File: src/inc/retstack_pkg.sv
// constants, types and state layout for the return-stack instruction block
package retstack_pkg;

    // ------------------------------------------------------------------
    // widths and sizes
    // ------------------------------------------------------------------
    localparam int PC_W = 21;
    localparam int INSTR_W = 16;
    localparam int STACK_DEPTH = 31;
    localparam int DEPTH_W = 5;
    localparam int OFFSET_W = 11;

    // ------------------------------------------------------------------
    // opcodes and field positions
    // ------------------------------------------------------------------
    localparam logic [INSTR_W-1:0] OPC_POP = 16'h0006;
    localparam logic [INSTR_W-1:0] OPC_PUSH = 16'h0005;
    localparam logic [INSTR_W-1:0] OPC_SOFT_RESET = 16'h00ff;
    // prefix 1101 followed by a set bit
    localparam logic [4:0] CALL_PREFIX = 5'h1b;
    localparam int CALL_PREFIX_LSB = 11;
    localparam int OFFSET_SIGN = 10;

    // ------------------------------------------------------------------
    // arithmetic constants and reset values
    // ------------------------------------------------------------------
    localparam logic [PC_W-1:0] PC_STEP = 21'h000002;
    localparam logic [PC_W-1:0] PC_RST = 21'h000000;
    localparam logic [DEPTH_W-1:0] DEPTH_RST = 5'h00;
    localparam logic [DEPTH_W-1:0] DEPTH_ONE = 5'h01;
    localparam logic [DEPTH_W-1:0] DEPTH_FULL = 5'h1f;

    // ------------------------------------------------------------------
    // enumerations
    // ------------------------------------------------------------------
    typedef enum logic [1:0] {
        PH_Q1 = 2'b00,
        PH_Q2 = 2'b01,
        PH_Q3 = 2'b10,
        PH_Q4 = 2'b11
    } phase_t;

    typedef enum logic [2:0] {
        OP_NONE = 3'b000,
        OP_POP = 3'b001,
        OP_PUSH = 3'b010,
        OP_CALL = 3'b011,
        OP_RESET = 3'b100
    } op_t;

    // ------------------------------------------------------------------
    // whole module state
    // ------------------------------------------------------------------
    typedef struct packed {
        phase_t phase;
        op_t op;
        logic hold;
        logic [INSTR_W-1:0] instr;
        logic [PC_W-1:0] pc;
        logic [STACK_DEPTH-1:0][PC_W-1:0] stack;
        logic [DEPTH_W-1:0] depth;
        logic pc_load;
        logic [PC_W-1:0] pc_target;
        logic soft_reset;
    } state_t;

endpackage : retstack_pkg

File: src/rtl/return_stack_ops_exec.sv
// decode and execution of pop, push, relative call and software reset
`timescale 1ns/10ps
`default_nettype none

module return_stack_ops_exec
    import retstack_pkg::*;
(
    input wire logic i_clk,
    input wire logic i_srst,
    input wire logic i_instr_valid,
    input wire logic [INSTR_W-1:0] i_instr,
    input wire logic [PC_W-1:0] i_pc,
    output logic [1:0] o_quarter_phase,
    output logic o_fetch_hold,
    output logic [PC_W-1:0] o_stack_top_entry,
    output logic [DEPTH_W-1:0] o_stack_depth,
    output logic o_pc_load,
    output logic [PC_W-1:0] o_pc_target,
    output logic o_soft_reset
);

    // ------------------------------------------------------------------
    // decode helpers
    // ------------------------------------------------------------------

    // map an instruction word onto the operations handled here
    function automatic op_t decode_op(input logic [INSTR_W-1:0] w);
        op_t r;
        r = OP_NONE;
        if (w == OPC_POP) begin
            r = OP_POP;
        end else if (w == OPC_PUSH) begin
            r = OP_PUSH;
        end else if (w == OPC_SOFT_RESET) begin
            r = OP_RESET;
        end else if (w[INSTR_W-1:CALL_PREFIX_LSB] == CALL_PREFIX) begin
            r = OP_CALL;
        end
        return r;
    endfunction : decode_op

    // pc of the call plus two plus the doubled signed word offset
    function automatic logic [PC_W-1:0] call_target(
        input logic [PC_W-1:0] pc,
        input logic [INSTR_W-1:0] w
    );
        logic [PC_W-1:0] off2;
        off2 = {{(PC_W-OFFSET_W-1){w[OFFSET_SIGN]}}, w[OFFSET_W-1:0], 1'b0};
        return pc + PC_STEP + off2;
    endfunction : call_target

    // ------------------------------------------------------------------
    // state
    // ------------------------------------------------------------------
    localparam state_t ST_RST = '0;

    state_t st_q;
    state_t st_d;

    // ------------------------------------------------------------------
    // next-state logic, one quarter phase per clock
    // ------------------------------------------------------------------

    // the stack is a shift array: top at index 0, so the top entry is a
    // plain flop and needs no read mux; costs a shift of every entry
    always_comb begin
        st_d = st_q;
        st_d.pc_load = 1'b0;
        st_d.soft_reset = 1'b0;
        if (st_q.soft_reset) begin
            // the core's reset network comes back around to this block
            st_d = ST_RST;
        end else begin
            case (st_q.phase)
                PH_Q1: begin
                    st_d.phase = PH_Q2;
                    st_d.op = OP_NONE;
                    // second cycle of a call decodes nothing
                    if (!st_q.hold && i_instr_valid) begin
                        st_d.op = decode_op(i_instr);
                        st_d.instr = i_instr;
                        st_d.pc = i_pc;
                    end
                end
                PH_Q2: begin
                    st_d.phase = PH_Q3;
                    if (st_q.op == OP_PUSH || st_q.op == OP_CALL) begin
                        // push pc plus two, old top slides down
                        for (int i = STACK_DEPTH - 1; i > 0; i--) begin
                            st_d.stack[i] = st_q.stack[i-1];
                        end
                        st_d.stack[0] = st_q.pc + PC_STEP;
                        if (st_q.depth != DEPTH_FULL) begin
                            st_d.depth = st_q.depth + DEPTH_ONE;
                        end
                    end
                    if (st_q.op == OP_RESET) begin
                        st_d.soft_reset = 1'b1;
                    end
                end
                PH_Q3: begin
                    st_d.phase = PH_Q4;
                    if (st_q.op == OP_POP) begin
                        // old top dropped, never routed to any register
                        for (int i = 0; i < STACK_DEPTH - 1; i++) begin
                            st_d.stack[i] = st_q.stack[i+1];
                        end
                        st_d.stack[STACK_DEPTH-1] = PC_RST;
                        if (st_q.depth != DEPTH_RST) begin
                            st_d.depth = st_q.depth - DEPTH_ONE;
                        end
                    end
                end
                PH_Q4: begin
                    st_d.phase = PH_Q1;
                    st_d.hold = 1'b0;
                    if (st_q.op == OP_CALL) begin
                        // pc written only after the push in q2
                        st_d.pc_load = 1'b1;
                        st_d.pc_target = call_target(st_q.pc, st_q.instr);
                        st_d.hold = 1'b1;
                    end
                end
                default: begin
                    st_d.phase = PH_Q1;
                end
            endcase
        end
    end

    // status flags are owned elsewhere; nothing here can write them

    // ------------------------------------------------------------------
    // state register
    // ------------------------------------------------------------------
    always_ff @(posedge i_clk) begin
        if (i_srst) begin
            st_q <= ST_RST;
        end else begin
            st_q <= st_d;
        end
    end

    // outputs are fields of the state flop
    assign o_quarter_phase = st_q.phase;
    assign o_fetch_hold = st_q.hold;
    assign o_stack_top_entry = st_q.stack[0];
    assign o_stack_depth = st_q.depth;
    assign o_pc_load = st_q.pc_load;
    assign o_pc_target = st_q.pc_target;
    assign o_soft_reset = st_q.soft_reset;
endmodule : return_stack_ops_exec

`default_nettype wire

File: config.mk
export PLATFORM = sky130hd
export DESIGN_NAME = return_stack_ops_exec
export DESIGN_NICKNAME = d
export VERILOG_FILES = /design/src/inc/retstack_pkg.sv /design/src/rtl/return_stack_ops_exec.sv
export SDC_FILE = /design/constraint.sdc
export NUM_CORES = 2
export LEC_CHECK = 0
export BUFFER_PORTS_ARGS = -buffer_cell sky130_fd_sc_hd__buf_4
export CAP_MARGIN = 20
export CORE_AREA = 2 2 287 289
export DETAILED_ROUTE_END_ITERATION = 7
export DIE_AREA = 0 0 289 291
export SLEW_MARGIN = 20
export SYNTH_ARGS = -nofsm -noshare
export SYNTH_HDL_FRONTEND = slang
export SYNTH_SLANG_ARGS = --single-unit
File: constraint.sdc
create_clock -name i_clk -period 4 [get_ports i_clk]
set_input_delay 1 -clock i_clk [delete_from_list [all_inputs] [get_ports i_clk]]
set_output_delay 1 -clock i_clk [all_outputs]
set_load 0.01 [all_outputs]
### Word level (Yosys, flattened, before mapping)

Cells that the tools add are included.

* register bits: 717
* bits of input ports: 40
* output and inout port bits: 52
* logic and storage cells: 89

* $add $sub $neg: 4
* equal/unequal tests: 16
* multiplexer cells: 14
* bitwise operators: 2
* reductions and logical operators: 13

Operator list (number)
* $mux 656: 2
* $pmux 656 s2: 1
* $eq 16x3->1 const B: 2
* $mux 22: 1
* $add 21x2->21 const B: 1
* $add 21x21->21: 1
* $eq 16x8->1 const B: 1
* $mux 3: 4
* $mux 5: 2
* $ne 2x2->1 const B: 4
* $pmux 2 s4: 1
* $eq 3x2->1 const B: 2
* $reduce_or 3->1: 2
* $add 5x1->5 const B: 1
* $eq 5x5->1 const B: 1
* $ne 5x5->1 const B: 1
* $reduce_and 5->1: 1
* $reduce_bool 5->1: 1
* $sub 5x1->5 const B: 1
* $eq 2x2->1 const B: 2
* $reduce_and 2->1: 2
* $eq 3x1->1 const B: 1
* $eq 3x3->1 const B: 1
* $reduce_and 3->1: 1
* other kinds (10): 12

### Logic depth before layout (Yosys ltp)

* word-level depth: 6
* depth in mapped cells: 14
* mapped depth without buffers: 13

### Least setup slack after synthesis

OpenSTA, ideal clock, no wires.

* path kind: register to register
* start point: register st_q[685] (netlist bit)
* end point: register st_q (netlist bit o_pc_target[19])
* library setup time: 119 ps
* arrival time: 2811 ps
* data required time: 3881 ps
* path slack: 1070 ps
* stages on the path, launching flop included: 12
* path buffers: 0
* clock period less this slack: 2930 ps
* path through: dfxtp_1 -> nand4_1 -> nor4_4 -> nand3_1 -> xnor2_1 -> ha_1 -> a21o_1 -> or3b_1 -> a2111oi_4 -> o41ai_2 -> xnor2_1 -> o21ai_1

* longest elaborated chain between the ends: 2

Ends and longest elaborated chain
* start: declaration: line return_stack_ops_exec.sv:57 `state_t st_q;`
* start signal: assignment: line return_stack_ops_exec.sv:140 `st_q <= st_d;`
* $add 21x2->21: line return_stack_ops_exec.sv:49 `return pc + PC_STEP + off2;`
* $add 21x21->21: line return_stack_ops_exec.sv:49

No other way between the ends.
A chain may end at the register's enable or synchronous reset.

### Final worst setup path

* start point: register st_q[680] (netlist bit)
* end point: register st_q (netlist bit o_pc_target[19])

Same word-level chain as after synthesis.

==> flow_summary.json <==
{
  "status": "complete, no violations",
  "routed.top_layer": "met4",
  "yosys_most_used_dff": "dfxtp_1",
  "ys_top_cells_by_area": "dfxtp_1 45%, mux2i_1 19%, a211oi_1 14%",
  "dr_total_vias": 23340,
  "p_leak_uw": 0.01093,
  "cts_tree": "done",
  "drt_pre_antenna_iters": 5,
  "grt_antenna_before_repair": 0,
  "htreeDepth": 3,
  "crit_path_start_kind": "register",
  "power_frac_clock_pct": 42.9,
  "worstSkewPairLatency_ns": 0.62,
  "fillers": 7808,
  "synth_area_leader_cell": "dfxtp_1",
  "hold_ws_ns": 0.4536,
  "switching_share_pct": 25.78,
  "start_util_pct": 39.72,
  "grt-ovfl-total": 0,
  "critPathCaptureType": "register",
  "skew_ns": 0.03514,
  "cap_violations": 0,
  "yosys_warnings": 0,
  "min_path_type": "register to register",
  "synth_fp_nets": 3511,
  "rows": 105,
  "dieArea_mm2": 0.08410,
  "path_clk_slew_ns": 0.06,
  "wl_met3_mm": 1.824,
  "synth_top_area_share_pct": 44.51,
  "hold_viol": 0,
  "fmax_ghz": 0.3010,
  "final.period_utilization_pct": 83.05,
  "worstSetupPathType": "register to register",
  "final.min_clock_period_ns": 3.322,
  "required_ns": 4.51,
  "gp_congestion": 0.8732,
  "grt_setup_unrepaired": "false",
  "combPwrFrac_pct": 14.0,
  "power_density_mw_per_mm2": 468.6,
  "relSlewSlack_pct": 33.07,
  "grt_max_degree": 153,
  "tightest_slew_ns": 1.004,
  "dieHeight_um": 291,
  "core_area_mm2": 0.08119,
  "cts_num_sinks": 717,
  "synth_cells": 3440,
  "clk_path_buf_depth": 3,
  "seq_area_frac_synth_pct": 44.51,
  "hpwl_mm": 40.21,
  "routedWlPerCell_um": 14.68,
  "grt_usage_pct": 15.37,
  "cts_root_buffer": "clkbuf_16",
  "cts_resized": 0,
  "drc": 0,
  "cp.arrival_ns": 3.83,
  "grt_pass1_vias": 22050,
  "final_antenna_net_count": 0,
  "syn_avg_cell_area_um2": 9.375,
  "synth_edf_count": 0,
  "drv_slew": 0,
  "met2_length_mm": 29.11,
  "pwr-share-seq_pct": 43.2,
  "port_buffers": 91,
  "wl_met1_mm": 32.81,
  "diodes": 0,
  "yosys-top-cells-count": "717 x dfxtp_1, 666 x nor2_1, 616 x mux2i_1",
  "drt-total-wl_mm": 65.35,
  "cts_hold_buf": 0,
  "syn_area_mm2": 0.03225,
  "area_delta_synth_final_pct": 12.35,
  "setup_violations": 0,
  "die_x_um": 289,
  "num_io_pins": 92,
  "ir_worst_vdd_uv": 377.3,
  "grt_pass1_wl_mm": 112.1,
  "switching_power_uw": 4377,
  "internal_power_uw": 12600,
  "viasPerCell": 5.242,
  "nets": 3396,
  "drt_iter0_drc": 1343,
  "fin_tns_setup_ns": 0,
  "ys_ff_latch": 717,
  "ys_async_sr_fraction_pct": 0,
  "yosysMostFrequentCell": "dfxtp_1",
  "cts_buffers": 78,
  "synth_cell_types": 55,
  "postCtsSetupRepairBufs": 0,
  "critPathMaxFanout": 7,
  "drive_above_1_share_pct": 8.841
}
==> power groups by stage <==
stage,Clock (µW),Combinational (µW),Sequential [µW]
finish,7280,2370,7330
global route,7790,2530,7340
CTS,7500,2380,7330
detailed placement,0,2370,7490
global placement,0,2380,7480
floorplan,0,1970,7450
==> routing by layer <==
layer / up-vias / track usage, %
li1: 12240 / -
met1: 10760 / 21.84
met2: 229 / 23.88
met3: 100 / 2.335
met4: 0 / 4.652
met5: - / 0
==> final timing paths <==
check                                   start                           end  slack, ns  cells after the start
setup / recovery       st_q[680]$_SDFFE_PP0P_  o_pc_target[19]$_SDFFE_PP0P_       0.68                     13
hold / removal    o_pc_target[6]$_SDFFE_PP0P_   o_pc_target[6]$_SDFFE_PP0P_       0.45                      2
setup reg to reg       st_q[680]$_SDFFE_PP0P_  o_pc_target[19]$_SDFFE_PP0P_       0.68                     13
hold reg to reg   o_pc_target[6]$_SDFFE_PP0P_   o_pc_target[6]$_SDFFE_PP0P_       0.45                      2
==> stage by stage <==
step                      instance area, µm²  utilization, %  setup WS [ns]  total power, µW  instances
after floorplan                        32250               -          1.070             9427       3440
after global placement                 33600           41.39         0.7743             9865       4315
after detailed placement               33600           41.39         0.7216             9860       4315
after CTS                              36230           44.62         0.7113            17210       4452
after global routing                   36230           44.62         0.3603            17660       4452
final                                  36230           44.62         0.6782            16980       4452
==> logic make-up after synthesis <==
kind of cell | synth area share (%)
compound gates | 17.61
buf+inv | 5.405
xor+xnor | 0.8963
flops | 44.51
mux | 19.12
fa+ha+maj | 1.249
simple gates | 11.21
==> placed cells by master (no fill, tap or decap), drive strengths merged, types with 5 or more instances in the layout <==
cell type | netlist | final
xnor2 | 21 | 21
mux2i | 616 | 616
dfxtp | 717 | 717
nor4 | 7 | 7
a211oi | 616 | 616
bufinv | 0 | 5
clkbuf | 155 | 114
o211ai | 15 | 15
and3 | 7 | 7
nor2 | 666 | 666
xor2 | 12 | 12
a21oi | 78 | 78
nand2b | 14 | 14
inv | 14 | 15
ha | 29 | 29
buf | 200 | 160
nand2 | 129 | 129
o21ai | 19 | 19
clkinv | 0 | 17
a22oi | 23 | 23
nand4 | 14 | 14
nand3 | 27 | 27
a21o | 12 | 12
==> registers in the layout, indices dropped and copies added, names as in the netlist <==
| register | cells |
|---|---|
| st_q | 665 |
| o_stack_top_entry | 21 |
| o_stack_depth | 5 |
| o_pc_load | 1 |
| o_fetch_hold | 1 |
| o_quarter_phase | 2 |
| o_soft_reset | 1 |
| o_pc_target | 21 |
==> area by class of cell <==
type	count	area, µm²	area share, %
well taps	1070	1339	3.695
flip-flops and latches	717	14350	39.62
clock buffers	114	2320	6.403
multi-input cells	2354	16180	44.66
inverters	14	52.55	0.1450
repair buffers	160	1677	4.628
clock inverters	23	306.5	0.8461
==> worst max-delay path: stages (launching register included) <==
cell       delay, ns
dfxtp_1         0.44
ha_1            0.24
and2_1          0.21
nand4_1         0.21
nor2_1          0.17
xor2_1          0.24
ha_1            0.32
nand2_1         0.13
nor2_1          0.08
or3b_1          0.42
a2111oi_4       0.39
o41ai_2         0.14
xnor2_1         0.15
o21ai_1         0.07
(Power assumes the default switching activity.)
